<file path="src/verilog/vdec_irq_pkg.sv">
/*
  Shared constants of the video decoder interrupt flag block: bus widths,
  register map, flag bit positions and reset values.
  Assumes one clock domain and a 32-bit Avalon-MM slave port.
*/
`default_nettype none
package vdec_irq_pkg;
  // ----------------------------------------------------------------
  // Widths
  // ----------------------------------------------------------------
  localparam int ADDR_W   = 6;   // Byte address width of the slave
  localparam int DATA_W   = 32;  // Avalon data width
  localparam int REG_W    = 8;   // Width of each status or mask register
  localparam int NUM_REGS = 4;   // Status registers in the block
  localparam int FLAG_W   = REG_W * NUM_REGS;

  // ----------------------------------------------------------------
  // Register map: address[5:4] selects the group, [3:2] the register
  // ----------------------------------------------------------------
  localparam logic [1:0] GRP_STATUS = 2'h0;  // 0x00..0x0C live state, read clears
  localparam logic [1:0] GRP_PEND   = 2'h1;  // 0x10..0x1C pending flags, no side effect
  localparam logic [1:0] GRP_MASK   = 2'h2;  // 0x20..0x2C flag enables, read/write

  // ----------------------------------------------------------------
  // Flag positions inside the 32-bit flag vector (register*8 + bit)
  // ----------------------------------------------------------------
  localparam int BIT_INTERLACE = 0;   // Register 0, decoder
  localparam int BIT_HLOCK     = 1;
  localparam int BIT_VLOCK     = 2;
  localparam int BIT_FIELD     = 3;
  localparam int BIT_CAPREADY  = 4;
  localparam int BIT_COLOUR    = 5;   // Two bits, 5 and 6
  localparam int BIT_POWER     = 7;
  localparam int BIT_COPY_A    = 8;   // Register 1, copy protection
  localparam int BIT_COPY_B    = 9;
  localparam int BIT_COPY_C    = 10;
  localparam int BIT_VPS       = 16;  // Register 2, VBI slicer
  localparam int BIT_WIDE      = 17;
  localparam int BIT_CAPTION   = 18;
  localparam int BIT_SCALER    = 24;  // Register 3, scaler

  // Sources that flag on a rising edge only; all others flag on any change
  localparam logic [FLAG_W-1:0] RISE_ONLY = 32'h0100_0080;
  // Bits that carry a flag at all; the rest read as zero
  localparam logic [FLAG_W-1:0] USED_BITS = 32'h0107_07FF;

  // ----------------------------------------------------------------
  // Reset values
  // ----------------------------------------------------------------
  localparam logic [REG_W-1:0]  MASK_RST  = 8'h00;         // All sources disabled
  localparam logic [DATA_W-1:0] RDATA_RST = 32'h0000_0000;
endpackage
`default_nettype wire

</file>
<file path="src/verilog/flag_bank.sv">
/*
  Bank of sticky event flags. Each bit latches a change (or a rise) of
  its source level and is cleared by a strobe; a set in the same cycle wins.
  Assumes source levels come from logic on the same clock.
*/
`default_nettype none
module flag_bank #(
  parameter int           W         = 32,
  parameter logic [W-1:0] RISE_MASK = '0,
  parameter logic [W-1:0] USED_MASK = '1
) (
  // Clock and reset
  input  wire logic         clk,
  input  wire logic         rstN,
  // Sources and clear strobes
  input  wire logic [W-1:0] level,
  input  wire logic [W-1:0] clr,
  // Flags and the registered live levels
  output logic      [W-1:0] flags,
  output logic      [W-1:0] levelQ,
  output logic              primed
);
  // ----------------------------------------------------------------
  // State
  // ----------------------------------------------------------------
  typedef struct packed {
    logic         primed;  // First sample taken, edges now meaningful
    logic [W-1:0] prev;    // Last sampled level
    logic [W-1:0] flag;    // Sticky flags
  } bank_t;

  bank_t cur_ff;
  bank_t nxt_cur;

  // Edge detect and sticky update; set beats clear
  always_comb begin
    logic [W-1:0] setEv;
    setEv = '0;
    nxt_cur = cur_ff;
    // No events until a first sample exists, so reset does not fake a change
    if (cur_ff.primed) begin
      setEv = (((level ^ cur_ff.prev) & ~RISE_MASK) |
               (level & ~cur_ff.prev & RISE_MASK)) & USED_MASK;
    end
    nxt_cur.flag   = (cur_ff.flag & ~clr) | setEv;
    nxt_cur.prev   = level & USED_MASK;
    nxt_cur.primed = 1'b1;
  end

  // State register
  always_ff @(posedge clk or negedge rstN) begin
    if (!rstN) begin
      cur_ff <= '0;
    end else begin
      cur_ff <= nxt_cur;
    end
  end

  assign flags  = cur_ff.flag;
  assign levelQ = cur_ff.prev;
  assign primed = cur_ff.primed;
endmodule
`default_nettype wire

</file>
<file path="src/verilog/vdec_irq_flags.sv">
/*
  Interrupt flag logic of the video decoder: event sources set sticky
  flags in four 8-bit groups, per-flag enables gate them onto an
  active-low open-drain request pin, and reading a status register
  returns the live state and clears that register's flags.
  Assumes sources are levels from decoder logic on clk, and a host on
  Avalon-MM with waitrequest.
*/
`default_nettype none

// Overview of operation
// - Request pin open-drain, pulled low when an enabled flag is pending
// - Every flag has its own enable
// - All enables cleared by reset
// - Power fail sets power flag
// - Interlace detection change sets flag
// - Horizontal lock change sets flag
// - Vertical lock change sets flag
// - Field rate change sets flag
// - Capture readiness toggle sets flag
// - Colour standard change sets two-bit field
// - Copy protection changes set three flags
// - VPS identification change sets flag
// - Widescreen identification change sets flag
// - Caption identification change sets flag
// - Scaler format error sets flag
// - Status read returns live condition
// - Flags sit in four 8-bit registers
// - Only reading its register clears flag
// - New trigger on the clearing edge keeps flag
module vdec_irq_flags (
  // Clock and reset
  input  wire logic                               clk,
  input  wire logic                               rst_n,

  // Avalon-MM slave
  input  wire logic [vdec_irq_pkg::ADDR_W-1:0]    avs_address,
  input  wire logic                               avs_read,
  input  wire logic                               avs_write,
  input  wire logic [vdec_irq_pkg::DATA_W-1:0]    avs_writedata,
  input  wire logic [3:0]                         avs_byteenable,
  output logic      [vdec_irq_pkg::DATA_W-1:0]    avs_readdata,
  output logic                                    avs_waitrequest,

  // Power monitor
  input  wire logic                               powerFail,

  // Decoder sync and standard detection
  input  wire logic                               interlaced,
  input  wire logic                               horizLocked,
  input  wire logic                               vertLocked,
  input  wire logic                               field60Hz,
  input  wire logic                               captureReady,
  input  wire logic [1:0]                         colourStandard,

  // Copy-protection detection
  input  wire logic [2:0]                         copyProtLevel,

  // VBI slicer
  input  wire logic                               vpsFound,
  input  wire logic                               widescreenFound,
  input  wire logic                               captionFound,

  // Scaler
  input  wire logic                               scalerFormatError,

  // Open-drain interrupt pin, active low
  output logic                                    irqPinOut,
  output logic                                    irqPinOe
);
  // ----------------------------------------------------------------
  // Reset synchroniser
  // ----------------------------------------------------------------
  logic rstMeta_ff;  // First stage, read only by the second
  logic rstSync_ff;  // Released copy used by the whole block

  // Assert at once, release two edges later
  // A raw release near an edge could free some flops a cycle before others;
  // two stages give the first one a full cycle to settle
  always_ff @(posedge clk or negedge rst_n) begin
    if (!rst_n) begin
      rstMeta_ff <= 1'b0;
      rstSync_ff <= 1'b0;
    end else begin
      rstMeta_ff <= 1'b1;
      rstSync_ff <= rstMeta_ff;
    end
  end

  // ----------------------------------------------------------------
  // Flag vector assembly
  // ----------------------------------------------------------------
  logic [vdec_irq_pkg::FLAG_W-1:0] levelVec;  // Source levels in register layout
  logic [vdec_irq_pkg::FLAG_W-1:0] clrVec;    // Clear strobes per flag
  logic [vdec_irq_pkg::FLAG_W-1:0] flags;     // Sticky flags
  logic [vdec_irq_pkg::FLAG_W-1:0] liveQ;     // Registered live levels
  logic                            bankReady; // Bank has a first sample

  // Each source goes to its fixed place in the four registers
  // Unused places stay zero; colour takes two, copy protection three
  always_comb begin
    levelVec = '0;
    levelVec[vdec_irq_pkg::BIT_POWER]        = powerFail;
    levelVec[vdec_irq_pkg::BIT_INTERLACE]    = interlaced;
    levelVec[vdec_irq_pkg::BIT_HLOCK]        = horizLocked;
    levelVec[vdec_irq_pkg::BIT_VLOCK]        = vertLocked;
    levelVec[vdec_irq_pkg::BIT_FIELD]        = field60Hz;
    levelVec[vdec_irq_pkg::BIT_CAPREADY]     = captureReady;
    levelVec[vdec_irq_pkg::BIT_COLOUR +: 2]  = colourStandard;
    levelVec[vdec_irq_pkg::BIT_COPY_A +: 3]  = copyProtLevel;
    levelVec[vdec_irq_pkg::BIT_VPS]          = vpsFound;
    levelVec[vdec_irq_pkg::BIT_WIDE]         = widescreenFound;
    levelVec[vdec_irq_pkg::BIT_CAPTION]      = captionFound;
    levelVec[vdec_irq_pkg::BIT_SCALER]       = scalerFormatError;
  end

  // Sticky flags; power and scaler flag on rise, others on any change
  // A falling power or scaler level is recovery, not news
  // Sources are same-clock logic, so no synchroniser stands in front
  flag_bank #(
    .W         (vdec_irq_pkg::FLAG_W),
    .RISE_MASK (vdec_irq_pkg::RISE_ONLY),
    .USED_MASK (vdec_irq_pkg::USED_BITS)
  ) u_flags (
    .clk    (clk),
    .rstN   (rstSync_ff),
    .level  (levelVec),
    .clr    (clrVec),
    .flags  (flags),
    .levelQ (liveQ),
    .primed (bankReady)
  );

  // ----------------------------------------------------------------
  // Block state
  // ----------------------------------------------------------------
  // Enables sit beside the bus state because only the bus writes them
  typedef struct packed {
    logic                                ack;    // Second cycle of an access
    logic [vdec_irq_pkg::DATA_W-1:0]     rdata;  // Read data register
    logic [vdec_irq_pkg::FLAG_W-1:0]     mask;   // Per-flag enables
    logic                                irqOe;  // Pin pulled low
  } state_t;

  state_t st_ff;
  state_t nxt_st;

  // Two-phase access: taken on the first cycle, done on the second
  // Decode helpers
  logic       req;      // Any request present
  logic       taken;    // First cycle of a request
  logic       done;     // Completing cycle, waitrequest low
  logic [1:0] grp;      // Register group
  logic [1:0] idx;      // Register within group
  logic       aligned;  // Word-aligned address

  assign req     = avs_read | avs_write;
  assign taken   = req & ~st_ff.ack;
  assign done    = req & st_ff.ack;
  assign grp     = avs_address[5:4];
  assign idx     = avs_address[3:2];
  assign aligned = (avs_address[1:0] == 2'h0);

  // One wait state on every access gives the read data a register stage
  // Cost: every access takes two cycles, but readdata never comes from a mux
  assign avs_waitrequest = taken;

  // Clear strobes: only a completed read of a status register
  // Pending and enable reads have no side effect, so software may poll them
  always_comb begin
    clrVec = '0;
    if (done && avs_read && aligned && grp == vdec_irq_pkg::GRP_STATUS) begin
      clrVec[idx*vdec_irq_pkg::REG_W +: vdec_irq_pkg::REG_W] = 8'hFF;
    end
  end

  // ----------------------------------------------------------------
  // Next-state logic
  // ----------------------------------------------------------------
  // Bus side and pin side share one struct, so all state moves on one edge
  always_comb begin
    logic [vdec_irq_pkg::REG_W-1:0] rsel;
    rsel = '0;
    nxt_st = st_ff;
    nxt_st.ack = taken;
    // Read data is fetched on the first cycle and stands at completion
    if (taken && avs_read && aligned) begin
      case (grp)
        // Live state, not a copy frozen at the event
        vdec_irq_pkg::GRP_STATUS: rsel = liveQ[idx*vdec_irq_pkg::REG_W +: vdec_irq_pkg::REG_W];
        vdec_irq_pkg::GRP_PEND:   rsel = flags[idx*vdec_irq_pkg::REG_W +: vdec_irq_pkg::REG_W];
        vdec_irq_pkg::GRP_MASK:   rsel = st_ff.mask[idx*vdec_irq_pkg::REG_W +: vdec_irq_pkg::REG_W];
        default:                  rsel = '0;  // Unmapped reads return zero
      endcase
      nxt_st.rdata = {24'h00_0000, rsel};
    end else if (taken && avs_read) begin
      nxt_st.rdata = vdec_irq_pkg::RDATA_RST;
    end

    // Enables change only on a completed mask write with lane 0 set
    if (done && avs_write && aligned && avs_byteenable[0] &&
        grp == vdec_irq_pkg::GRP_MASK) begin
      nxt_st.mask[idx*vdec_irq_pkg::REG_W +: vdec_irq_pkg::REG_W] =
        avs_writedata[vdec_irq_pkg::REG_W-1:0];
    end

    // Unused enable bits are held at zero so they read back clean
    nxt_st.mask = nxt_st.mask & vdec_irq_pkg::USED_BITS;

    // Pin follows any enabled pending flag, one cycle later
    // Registered so the pin cannot glitch while flags and enables settle
    nxt_st.irqOe = |(flags & st_ff.mask);
  end

  // State register; enables come up disabled
  // Reset lists the fields one by one, each given a constant
  always_ff @(posedge clk or negedge rstSync_ff) begin
    if (!rstSync_ff) begin
      st_ff.ack   <= 1'b0;
      st_ff.rdata <= vdec_irq_pkg::RDATA_RST;
      st_ff.mask  <= {vdec_irq_pkg::NUM_REGS{vdec_irq_pkg::MASK_RST}};
      st_ff.irqOe <= 1'b0;
    end else begin
      st_ff <= nxt_st;
    end
  end

  // ----------------------------------------------------------------
  // Outputs
  // ----------------------------------------------------------------
  assign avs_readdata = st_ff.rdata;
  // Open drain: the driven value is always low, only the enable moves
  // The released level comes from a pull-up outside the block
  assign irqPinOut = 1'b0;
  assign irqPinOe  = st_ff.irqOe;
endmodule
`default_nettype wire

</file>
<file path="config.mk">
export PLATFORM = sky130hd
export DESIGN_NAME = vdec_irq_flags
export DESIGN_NICKNAME = d
export VERILOG_FILES = /design/src/verilog/vdec_irq_pkg.sv /design/src/verilog/flag_bank.sv /design/src/verilog/vdec_irq_flags.sv
export SDC_FILE = /design/constraint.sdc
export NUM_CORES = 1
export LEC_CHECK = 0
export BUFFER_PORTS_ARGS = -buffer_cell sky130_fd_sc_hd__buf_2
export CAP_MARGIN = 20
export CORE_UTILIZATION = 40
export CTS_BUF_LIST = sky130_fd_sc_hd__clkbuf_4
export DETAILED_ROUTE_END_ITERATION = 16
export GPL_TIMING_DRIVEN = 0
export SLEW_MARGIN = 30
export SYNTH_ARGS = -nofsm -noshare
export SYNTH_HDL_FRONTEND = slang
export SYNTH_HIERARCHICAL = 1
export SYNTH_SLANG_ARGS = --single-unit
export TNS_END_PERCENT = 1
</file>
<file path="constraint.sdc">
create_clock -name clk -period 5.3 [get_ports clk]
set_input_delay 0.795 -clock clk [delete_from_list [all_inputs] [get_ports clk]]
set_output_delay 0.795 -clock clk [all_outputs]
set_load 0.02 [all_outputs]
</file>
Yosys cells after proc, flatten, opt, wreduce, memory -nomap -nowiden. Cells that the tools add are included.

Output and inout port bits: 35. Word-level logic and storage cells: 50. Flip-flop bits (word level): 99. Input port bits: 61.

Shift operators: 6. Add/subtract/negate cells: 1. Bitwise gates (word level): 13. Reduce and logical (&&, ||, !) cells: 13. Multiplexer cells: 6. Equal/unequal tests: 2.

Operators by type and width (number): $mux 32 (3); $shiftx 32x6->8 (3); $and 32x32->32 (2); $neg 5->34 (1); $shift 8x34->32 const A (1); $shiftx 8x34->32 (1); $shiftx 8x34->32 const A (1); $and 32x25->32 (1); $bwmux 32 (1); $not 32->32 (1); $or 32x32->32 (1); $reduce_or 32->1 (1); $and 25x25->25 (1); $mux 25 (1); $not 25->25 (1); $or 24x25->25 (1); $pmux 8 s3 (1); $xor 19x19->19 (1); $logic_and 1x1->1 (9); $logic_not 2->1 (2); $and 1x1->1 (2); $eq 2x1->1 const B (1); $eq 2x2->1 const B (1); $reduce_bool 2->1 (1); 2 further kinds (2).

Longest topological paths before layout. Gate-level depths: netlist (run 1).

Depth in word-level cells: 9. Depth in mapped cells: 9. Gate-level depth less buffers: 6.

Modules after synthesis. Netlist (run 1), hierarchy kept.

Modules (own cells, without submodules): vdec_irq_flags (sequential area each 675.6 sq um, instances 1, cells an instance 248, area each 2230.9 sq um); flag_bank (sequential area each 1201.2 sq um, instances 1, cells an instance 130, area each 1770.4 sq um).

Worst setup path before layout (run 1). OpenSTA, ideal clock, no wires.

Kind: input port to flip-flop. Start point: input port avs_address[4] (netlist name). End point: register st_ff, in the netlist avs_readdata[6]. Setup time: 0.122 ns. Data required time: 5.178 ns. Buffers on the path: 2. Path slack: 3.146 ns. Stages on the path: 8. Arrival: 2.032 ns. Path through: inv_1 -> ha_1 -> buf_4 -> buf_6 -> nor2_1 -> a211oi_1 -> a211o_1 -> a32o_1.

Word-level cells in the longest chain between the ends: 3. Elaborated cells between the ends (all ways): 5. Those cells by class: eq/ne: 2; mux: 2; reduce/logical: 1.

RTL lines: from (decl) (RTL line vdec_irq_flags.sv:37) `input wire logic [vdec_irq_pkg::ADDR_W-1:0] avs_address,`; $eq 2x2->1 (tied with other cells) (RTL line vdec_irq_flags.sv:188) `case (grp)`; $pmux 8 s3 * (RTL line vdec_irq_flags.sv:188); $mux 32 * (RTL line vdec_irq_flags.sv:187) `if (taken && avs_read && aligned) begin`; to (signal assigned) (RTL line vdec_irq_flags.sv:224) `st_ff <= nxt_st;`; to (decl) (RTL line vdec_irq_flags.sv:145) `state_t st_ff;`.

Every way passes the cells marked *; elsewhere a longest branch is shown, timed or not. A chain may end at the register's enable or synchronous reset.

Worst setup path in the final report (run 1).
Start point: input port avs_address[2] (netlist name). End point: register st_ff[5] (netlist name).

Word-level cells in the longest chain between the ends: 3. Elaborated cells between the ends (all ways): 4. Those cells by class: add/sub: 1; shift: 2; mux: 1.

RTL lines: $neg 5->34 * (RTL line vdec_irq_flags.sv:204) `avs_writedata[vdec_irq_pkg::REG_W-1:0];`; $shiftx 8x34->32 or $shift 8x34->32 (tied branches) (RTL line vdec_irq_flags.sv:203) `nxt_st.mask[idx*vdec_irq_pkg::REG_W +: vdec_irq_pkg::REG_W] =`; $bwmux 32 * (RTL line vdec_irq_flags.sv:203).

Marks and branches as above.

==> results of run 1 <==
## critical path, cell delays in order
cell	delay [ns]
buf_2	0.12
buf_2	0.15
inv_1	0.22
ha_1	0.29
nand4_1	0.31
buf_2	0.29
nand2_1	0.08
o21ai_0	0.07
## stage by stage
stage	instance area (sq um)	instances	util, %	setup slack (ns)
2_1_floorplan	4150	418	-	3.06
3_3_place_gp	4530	594	46.6	2.24
3_5_place_dp	4560	595	46.8	2.84
4_1_cts	4730	611	48.6	3.24
5_1_grt	4730	611	48.6	3.09
6_report	4730	611	48.6	3.25
## cell families (layout without fill, tap and decap cells)
family / after synthesis / in the layout
AOI/OAI and AO/OA: 96 / 96
xor gates and xnor gates: 13 / 13
DFF: 75 / 75
adders and majority gates: 8 / 8
muxes: 11 / 11
and+or+nand+nor: 81 / 81
other: 4 / 44
buffers and inverters: 90 / 150
## cell type report
class	instances	area share, %
clock inverter	7	2.25
multi-input combinational	253	36.0
inverter	24	1.90
clock buffer	9	1.43
tap	133	3.52
buffer	66	10.2
timing repair buffer	44	4.97
sequential	75	39.8
## power by group through the flow
stage	combinational, mW	sequential, mW	clock [mW]
2_1_floorplan	0.137	0.619	0
3_3_place_gp	0.187	0.625	0
3_5_place_dp	0.197	0.620	0
4_1_cts	0.197	0.609	0.440
5_1_grt	0.218	0.612	0.469
6_report	0.198	0.609	0.427
## metal layers
layer | GRT usage, % | up-vias | wire (microns)
li1 | - | 1441 | -
met1 | 25.3 | 1427 | 4090
met2 | 32.3 | 96 | 4520
met3 | 4.04 | 12 | 480
met4 | 7.47 | 0 | 143
met5 | 0 | - | 0
## flip-flops by register name (all words and copies together), names as in the netlist
name / flops
avs_readdata: 8
rstSync_ff: 1
u_flags/flags: 32
u_flags/primed: 1
irqPinOe: 1
st_ff: 16
u_flags/levelQ: 15
rstMeta_ff: 1
## cells in the final DEF, fill, tap and decap left out, types with 9 or more instances in the layout
master and count:
mux2i_1 10, nor2_1 13, dfrtp_1 74, nor2b_1 17, clkbuf_4 9, a22o_1 14, a22oi_1 15, buf_4 57
nand2_1 20, buf_2 48, o21ai_0 13, inv_1 23, xor2_1 13, conb_1 44
## final timing paths
kind                                     start                 to  slack, ns  cells after the start
max in group asynchronous           rstSync_ff  u_flags/flags[22]       4.47                      1
worst min register to register      rstSync_ff     u_flags/primed       0.27                      0
min in group clk                    rstMeta_ff         rstSync_ff       0.37                      0
worst min-delay path                     rst_n         rstSync_ff       0.15                      1
worst max register to register       st_ff[65]    avs_readdata[0]       3.64                      5
worst max-delay path            avs_address[2]           st_ff[5]       3.25                      8
==> impl_metrics.tcl, run 1 <==
set metrics [dict create \
    portBuffers 43 \
    end_kind "flop" \
    post-cts-setup-buffer-count 0 \
    yosysMostFrequentCell "dfrtp_1" \
    synthCells 378 \
    multiInputGateArea_sq_um 1700 \
    slew_headroom_pct 57.6 \
    synth.top_cells.by_count "75 x dfrtp_1, 57 x buf_4, 23 x inv_1" \
    grtUsageTotal_pct 19.5 \
    avgRoutedWirePerCell_microns 15.1 \
    yosysSeqAreaShare_pct 46.9 \
    ant_nets 0 \
    grt_pass1_vias 2928 \
    synth_xor_area_share_pct 2.85 \
    row_count 36 \
    cellPowerDensity_nw_per_um2 261 \
    cp_max_fo 10 \
    synth_edf_count 0 \
    antenna_cells 0 \
    antenna_found_initial 0 \
    core_area_sq_um 9730 \
    worstMarginPinSlew_ns 0.632 \
    async_reset_ff_share_pct 100 \
    yosys_warnings 6 \
    cap_viol_max_count 0 \
    synth-simple-area-share_pct 11.1 \
    p_total_mw 1.23 \
    synth-seq-cells 75 \
    grt_max_degree 43 \
    leakage_nw 2.31 \
    fill_cells 937 \
    io_pins 96 \
    place_congestion 0.847 \
    cp.required_ns 5.59 \
    hold_violations 0 \
    netlist_area_sq_um 4000 \
    drt_pre_antenna_iters 5 \
    drive_above_1_share_pct 28.0 \
    max_freq_ghz 0.488 \
    fp.dieArea_sq_um 10400 \
    worstPathArrival_ns 2.33 \
    p_comb_share_pct 16.0 \
    synthMuxAreaShare_pct 2.88 \
    ff_latch_area_sq_um 1880 \
    syn_area_per_cell_sq_um 10.6 \
    hp-class "in2async" \
    startpoint_type "input port" \
    sw_frac_of_total_pct 26.3 \
    gr-total-overflow 0 \
    cts_hold_buf 0 \
    start_util_pct 41.1 \
    vias 2976 \
    cts_max_level 3 \
    drt_iter0_drc 188 \
    setup_tns_ns 0 \
    power_switching_uw 324 \
    synthTopCellsByArea "dfrtp_1 47%, buf_4 11%, a22o_1 3.1%" \
    grt_first_pass_wirelength_microns 15000 \
    yosys.cell_types.count 41 \
    setup_viol_count_final 0 \
    via_per_inst 4.87 \
    clk_latency_ns 0.41 \
    clock_sinks 75 \
    cts_root_buffer "clkbuf_4" \
    yosys_most_used_dff "dfrtp_1" \
    p_seq_share_pct 49.3 \
    die_height_microns 102 \
    hpwl_microns 6970 \
    cts_buffers 9 \
    fin_nets 542 \
    drt-total-wl_microns 9230 \
    status "completed" \
    clk_pin_slew_ns 0.11 \
    path_class "in2reg" \
    synth_top_family_by_area "compound AO/OA/AOI/OAI gates" \
    rsz0062_at_grt "no" \
    period_needed_ns 2.05 \
    vdd_drop_max_v 0.000142 \
    synth_compound_area_share_pct 19.0 \
    fp.dieW_microns 102 \
    synthAdderAreaFrac_pct 2.50 \
    cts_resized 0 \
    areaGrowthSynthToFinish_pct 18.2 \
    power_frac_clock_pct 34.6 \
    internal_power_uw 910 \
    finClkSkew_ns 0.0178 \
    synth.largest_area_cell "dfrtp_1" \
    drc 0 \
    clockBufferDepth 2 \
    tritoncts "done" \
    drv_slew 0 \
    period_share_pct 38.6 \
    synth_top_area_share_pct 46.9 \
    timing.hold.ws_ns 0.150 \
]
No activity file was read; power rests on OpenSTA's default activity.
==> run 2, diff against run 1 <==
--- a/config.mk
+++ b/config.mk
@@ -5,6 +5,7 @@
 export SDC_FILE = /design/constraint.sdc
 export NUM_CORES = 1
 export LEC_CHECK = 0
+export ABC_AREA = 1
 export BUFFER_PORTS_ARGS = -buffer_cell sky130_fd_sc_hd__buf_2
 export CAP_MARGIN = 20
 export CORE_UTILIZATION = 40
==> constraint.sdc (replaced) <==
create_clock -name clk -period 1.7 [get_ports clk]
set_input_delay 0.255 -clock clk [delete_from_list [all_inputs] [get_ports clk]]
set_output_delay 0.255 -clock clk [all_outputs]
set_load 0.02 [all_outputs]
==> run 2 against run 1 <==
Synthesized area up 9.7%. Clock power grew to 2.6 times the previous value. Worst hold slack got worse by 0.086 ns. Utilization grew 1.6 points. Non-clock buffer count is 17 higher. Routed wire length is 13% higher. Via count increased by 27%. Global-route usage increased by 0.11 points. Critical path type unchanged. Total power rose to 3.2 times the previous value. Sequential share of layout area down 4.0 points. Sequential power rose to 3.3 times the previous value.
==> impl_metrics.tcl, run 2 <==
set metrics [dict create \
    yosysMostFrequentCell "nand2_1" \
    die_height_microns 107 \
    startpoint_type "input port" \
    vias 3774 \
    yosysSeqAreaShare_pct 42.8 \
    period_needed_ns 1.58 \
    portBuffers 43 \
    hold_violations 0 \
    p_comb_share_pct 20.4 \
    cts_max_level 3 \
    clock_sinks 75 \
    synth.largest_area_cell "dfrtp_1" \
    netlist_area_sq_um 4390 \
    cts_root_buffer "clkbuf_4" \
    drt_pre_antenna_iters 5 \
    post-cts-setup-buffer-count 0 \
    syn_area_per_cell_sq_um 7.58 \
    grtUsageMet1_pct 24.4 \
    row_count 37 \
    drv_slew 0 \
    io_pins 96 \
    worstMarginPinSlew_ns 0.580 \
    synthCells 579 \
    p_seq_share_pct 51.0 \
    fin_nets 759 \
    antenna_found_initial 0 \
    cap_viol_max_count 0 \
    p_total_mw 3.89 \
    max_freq_ghz 0.633 \
    period_share_pct 92.9 \
    fill_cells 1063 \
    synthTopCellsByArea "dfrtp_1 43%, nand2_1 14%, buf_4 9.4%" \
    crit_chain "buf_2, buf_2, inv_2, buf_6, ha_1, inv_1, nor2_1, inv_1, nand2_1, nand2_1" \
    power_switching_mw 1.19 \
    cp_max_fo 11 \
    synth_edf_count 0 \
    antenna_cells 0 \
    fp.dieArea_sq_um 11400 \
    cp.required_ns 2.04 \
    final_area_sq_um 5250 \
    synth_top_area_share_pct 42.8 \
    avgRoutedWirePerCell_microns 12.5 \
    final_cells 831 \
    placedCellCount 799 \
    dpl_worst_slack_ns -0.435 \
    fin_util_pct 50.2 \
    synth.top_cells.by_count "169 x nand2_1, 82 x inv_1, 75 x dfrtp_1" \
    tritoncts "done" \
    hpwl_microns 7870 \
    grt_first_pass_wirelength_microns 17100 \
    yosys_warnings 6 \
    gr-total-overflow 0 \
    start_util_pct 42.0 \
    cellPowerDensity_nw_per_um2 740 \
    areaGrowthSynthToFinish_pct 19.7 \
    met2_usage_pct 33.1 \
    via_per_inst 4.54 \
    clk_pin_slew_ns 0.13 \
    largest_reg_flops 32 \
    slew_headroom_pct 61.2 \
    layout_commonest_cell "nand2_1" \
    power_frac_clock_pct 28.6 \
    cp_slowest_cell "nor2_1" \
    place_area_sq_um 4950 \
    vdd_drop_max_v 0.000392 \
    grt_max_degree 40 \
    internal_power_mw 2.69 \
    final.setup.worst_slack_ns 0.121 \
    hp-class "in2reg" \
    fp.dieW_microns 107 \
    yosys.cell_types.count 27 \
    path_class "in2reg" \
    grtUsageMet3_pct 4.50 \
    mostFrequentLayoutCells "169 x nand2_1, 82 x inv_1, 74 x dfrtp_1" \
    drc 0 \
    cts_buffers 9 \
    drive_above_1_share_pct 21.9 \
    drt-total-wl_microns 10400 \
    yosys_most_used_dff "dfrtp_1" \
    finClkSkew_ns 0.0121 \
    place_congestion 0.870 \
    status "completed" \
    drt_iter0_drc 218 \
    setup_viol_count_final 0 \
    sw_frac_of_total_pct 30.7 \
    grt_pass1_vias 3613 \
    grtUsageTotal_pct 19.7 \
    end_kind "flop" \
    core_area_sq_um 10500 \
    leakage_nw 2.84 \
    worstPathArrival_ns 1.92 \
    gr-max-usage-layer "met2" \
    cp_slowest_stage_delay_ns 0.45 \
    clockBufferDepth 2 \
    clk_latency_ns 0.43 \
    async_reset_ff_share_pct 100 \
    ant_nets 0 \
    rsz0062_at_grt "yes" \
    synth-seq-cells 75 \
]
[run 2: changes by cell type in the layout (fill, tap and decap cells not counted), moves of 10 or more]
| cell | before | now |
|---|---|---|
| nor2_1 | 13 | 42 |
| nor2b_1 | 17 | 0 |
| nand2_1 | 20 | 169 |
| dlygate4sd3_1 | 0 | 16 |
| a22o_1 | 14 | 0 |
| inv_1 | 23 | 82 |
| mux2i_1 | 10 | 0 |
| xor2_1 | 13 | 0 |
| a22oi_1 | 15 | 0 |
| nand3_1 | 0 | 68 |
[run 2: final cells by class]
class	instances	area [sq um]	area share, %
Multi-Input combinational cell	393	1850	35.2
Clock inverter	6	65.1	1.24
Timing Repair Buffer	60	395	7.53
Sequential cell	75	1880	35.8
Clock buffer	10	75.1	1.43
Tap cell	136	170	3.24
Inverter	84	315	6.00
Buffer	67	504	9.60
[run 2: power groups by stage]
stage	clock network [mW]	registers, mW	logic (mW)
finish	1.11	1.98	0.794
global route	1.22	2.00	0.882
CTS	1.16	1.99	0.789
detailed placement	0	2.02	0.755
global placement	0	2.03	0.719
floorplan	0	2.01	0.547
[run 2: per-layer routing]
layer | up-vias | share of wire (%)
met5 | - | 0
met2 | 124 | 49
met3 | 27 | 5.7
met1 | 1710 | 43
li1 | 1913 | -
met4 | 0 | 2.4
[run 2: critical path: cells and delay by family]
kind	cells	cell delay, ns
AND/OR/NAND/NOR	3	0.58
buffers and inverters	6	0.81
adder cells (fa/ha/maj)	1	0.27
[run 2: final timing paths]
kind,startpoint,to,slack [ns],cells past startpoint
worst max-delay path,avs_address[2],u_flags/flags[6],0.12,10
worst min-delay path,avs_writedata[4],st_ff[5],0.06,3
worst max register to register,st_ff[65],u_flags/flags[10],0.15,5
worst min register to register,rstSync_ff,u_flags/levelQ[8],0.30,0
max in group asynchronous,rstSync_ff,u_flags/flags[25],0.82,1
min in group asynchronous,rst_n,rstSync_ff,0.11,2
[run 2: cell families (layout without fill, tap and decap cells)]
group / count (synthesis) / in the layout / synth area share, %
compound gates: 35 / 35 / 5.59
fa+ha+maj: 8 / 8 / 2.28
buf+inv: 151 / 227 / 18.7
flops: 75 / 75 / 42.8
other cells: 4 / 44 / 0.342
simple gates: 306 / 306 / 30.4
[run 2: repair_timing]
item	in CTS	in global routing
endpoints found under the setup margin	0	13
gates resized for setup	0	2
endpoints found under the hold margin	17	0
hold buffers	16	0
[run 2: per-stage QoR]
stage	hold slack, ns	TNS, ns
global route	0.0289	-0.0893
floorplan	-0.0406	0
finish	0.0641	0
detailed placement	0.0435	-10.37
global placement	0.0399	-13.72
CTS	0.0467	0
==> run 3, diff against run 2 <==
--- a/config.mk
+++ b/config.mk
@@ -8,10 +8,11 @@
 export ABC_AREA = 1
 export BUFFER_PORTS_ARGS = -buffer_cell sky130_fd_sc_hd__buf_2
 export CAP_MARGIN = 20
-export CORE_UTILIZATION = 40
+export CORE_UTILIZATION = 51
 export CTS_BUF_LIST = sky130_fd_sc_hd__clkbuf_4
 export DETAILED_ROUTE_END_ITERATION = 16
 export GPL_TIMING_DRIVEN = 0
+export PLACE_DENSITY = 0.79
 export SLEW_MARGIN = 30
 export SYNTH_ARGS = -nofsm -noshare
 export SYNTH_HDL_FRONTEND = slang
==> run 3 against run 2 <==
Worst hold slack improved by 0.0044 ns. Setup slack got worse by 0.035 ns. Fmax fell by 2.2%. Final area fell by 0.81%. Register-to-register slack barely moved. Non-clock buffer count did not move. First-iteration DRC count rose by 15%. Sequential share of layout area rose by 0.29 points. Largest cell class unchanged. Highest routed layer unchanged. Sequential power barely moved. Combinational power barely moved. Final cell count fell by 3.7%. Routed wire length fell by 0.44%.
==> impl_metrics.tcl, run 3 (synthesis gave the netlist of run 2 again) <==
set metrics [dict create \
    max_freq_ghz 0.620 \
    clock_sinks 75 \
    cts_max_level 3 \
    final_area_sq_um 5210 \
    crit_chain "buf_2, buf_2, inv_2, buf_6, ha_1, inv_1, nor2_1, inv_1, nand2_1, nand2_1" \
    cp_top_family "buffers and inverters" \
    hold_depth 3 \
    cts_root_buffer "clkbuf_4" \
    endpoint "u_flags/flags[5]" \
    period_needed_ns 1.61 \
    rr_endpoint "u_flags/flags[9]" \
    cellPowerDensity_nw_per_um2 746 \
    path_class "in2reg" \
    hp-class "in2reg" \
    r2r_slack_ns 0.14 \
    hold_violations 0 \
    core_area_sq_um 8260 \
    rsz0062_at_grt "yes" \
    post-cts-setup-buffer-count 0 \
    drc 0 \
    crit_buf_inv 6 \
    io_pins 96 \
    worstMarginPinSlew_ns 0.613 \
    multiInputGateArea_sq_um 1850 \
    portBuffers 43 \
    fp.dieArea_sq_um 8980 \
    setup_viol_count_final 0 \
    cp_max_fo 11 \
    antenna_cells 0 \
    clockBufferDepth 2 \
    cp_slowest_stage_delay_ns 0.48 \
    clk_latency_ns 0.44 \
    grtUsageTotal_pct 25.2 \
    place_area_sq_um 4910 \
    final.setup.worst_slack_ns 0.0859 \
    cts_buffers 9 \
    fill_cells 764 \
    avgRoutedWirePerCell_microns 13.0 \
    layout_commonest_cell "nand2_1" \
    via_per_inst 4.77 \
    antenna_found_initial 0 \
    cap_viol_max_count 0 \
    grt_pass1_vias 3615 \
    startpoint_type "input port" \
    ff_latch_area_sq_um 1880 \
    status "completed" \
    gr-total-overflow 0 \
    start_util_pct 53.2 \
    sw_frac_of_total_pct 30.4 \
    grt_max_degree 40 \
    cp_slowest_cell "nor2_1" \
    row_count 33 \
    fp.dieW_microns 94.8 \
    slew_headroom_pct 59.0 \
    largest_reg_flops 32 \
    vias 3813 \
    p_comb_share_pct 20.4 \
    clk_pin_slew_ns 0.11 \
    grt_first_pass_wirelength_microns 17000 \
    hpwl_microns 7630 \
    drv_slew 0 \
    die_height_microns 94.8 \
    drt_pre_antenna_iters 6 \
    drive_above_1_share_pct 22.0 \
    tritoncts "done" \
    finClkSkew_ns 0.0157 \
    drt_iter0_drc 251 \
    path_depth 10 \
    place_congestion 0.922 \
    p_seq_share_pct 51.0 \
    power_switching_mw 1.18 \
    reg2reg_depth 5 \
    worstPathArrival_ns 1.95 \
    fin_util_pct 63.1 \
    worst_r2r_startpoint "st_ff[65]" \
    end_kind "flop" \
    fin_nets 759 \
    dpl_worst_slack_ns -0.401 \
    drt-total-wl_microns 10400 \
    leakage_nw 2.86 \
    areaGrowthSynthToFinish_pct 18.7 \
    period_share_pct 94.9 \
    placedCellCount 768 \
    power_frac_clock_pct 28.6 \
    internal_power_mw 2.71 \
    vdd_drop_max_v 0.000504 \
    cp.required_ns 2.03 \
    final_cells 800 \
    ant_nets 0 \
    critPathLaunch "avs_address[2]" \
    mostFrequentLayoutCells "169 x nand2_1, 82 x inv_1, 74 x dfrtp_1" \
]
[run 3: stage by stage]
step                      hold WS [ns]  TNS [ns]  total power [mW]
after detailed placement        0.0437     -9.93              2.77
after CTS                       0.0537         0              3.91
after global routing            0.0530    -0.133              4.10
after floorplan                -0.0406         0              2.56
final                           0.0685         0              3.89
after global placement          0.0396    -10.84              2.74
[run 3: worst min-delay path by stage]
stage	startpoint	end	slack [ns]
CTS	avs_writedata[5]	st_ff[6]	0.05
global route	avs_writedata[6]	st_ff[7]	0.05
floorplan	rst_n	rstMeta_ff	-0.04
global placement	rst_n	rstMeta_ff	0.04
finish	avs_writedata[5]	st_ff[6]	0.07
detailed placement	rst_n	rstMeta_ff	0.04
[run 3: power by group through the flow]
stage	Sequential, mW	Combinational, mW	Clock [mW]
floorplan	2.01	0.547	0
global placement	2.03	0.714	0
detailed placement	2.02	0.754	0
CTS	1.98	0.786	1.14
global route	2.00	0.886	1.21
finish	1.98	0.795	1.11
[run 3: worst reg2reg max path: cells and delay by family, from the launching register on]
kind / cells / cell delay (ns)
buf+inv: 1 / 0.09
flops: 1 / 0.44
simple gates: 4 / 0.93
[run 3: timing repair]
action | CTS | global route
gates resized for setup | 0 | 2
hold endpoints to repair | 17 | 0
endpoints found under the setup margin | 0 | 16
hold buffers | 16 | 0
[run 3: layout make-up]
type | instances | share of cell area [%]
clock inverter | 5 | 1.03
inverter | 84 | 6.05
timing repair buffer | 60 | 7.59
clock buffer | 11 | 1.58
tap | 105 | 2.52
sequential | 75 | 36.1
multi-input combinational | 393 | 35.5
buffer | 67 | 9.68
[run 3: metal layers]
metal	vias to the layer above	GRT usage (%)	wire length, microns
met4	0	9.22	195
met5	-	0	0
met2	128	42.9	5160
li1	1903	-	-
met1	1763	32.5	4400
met3	19	3.78	616
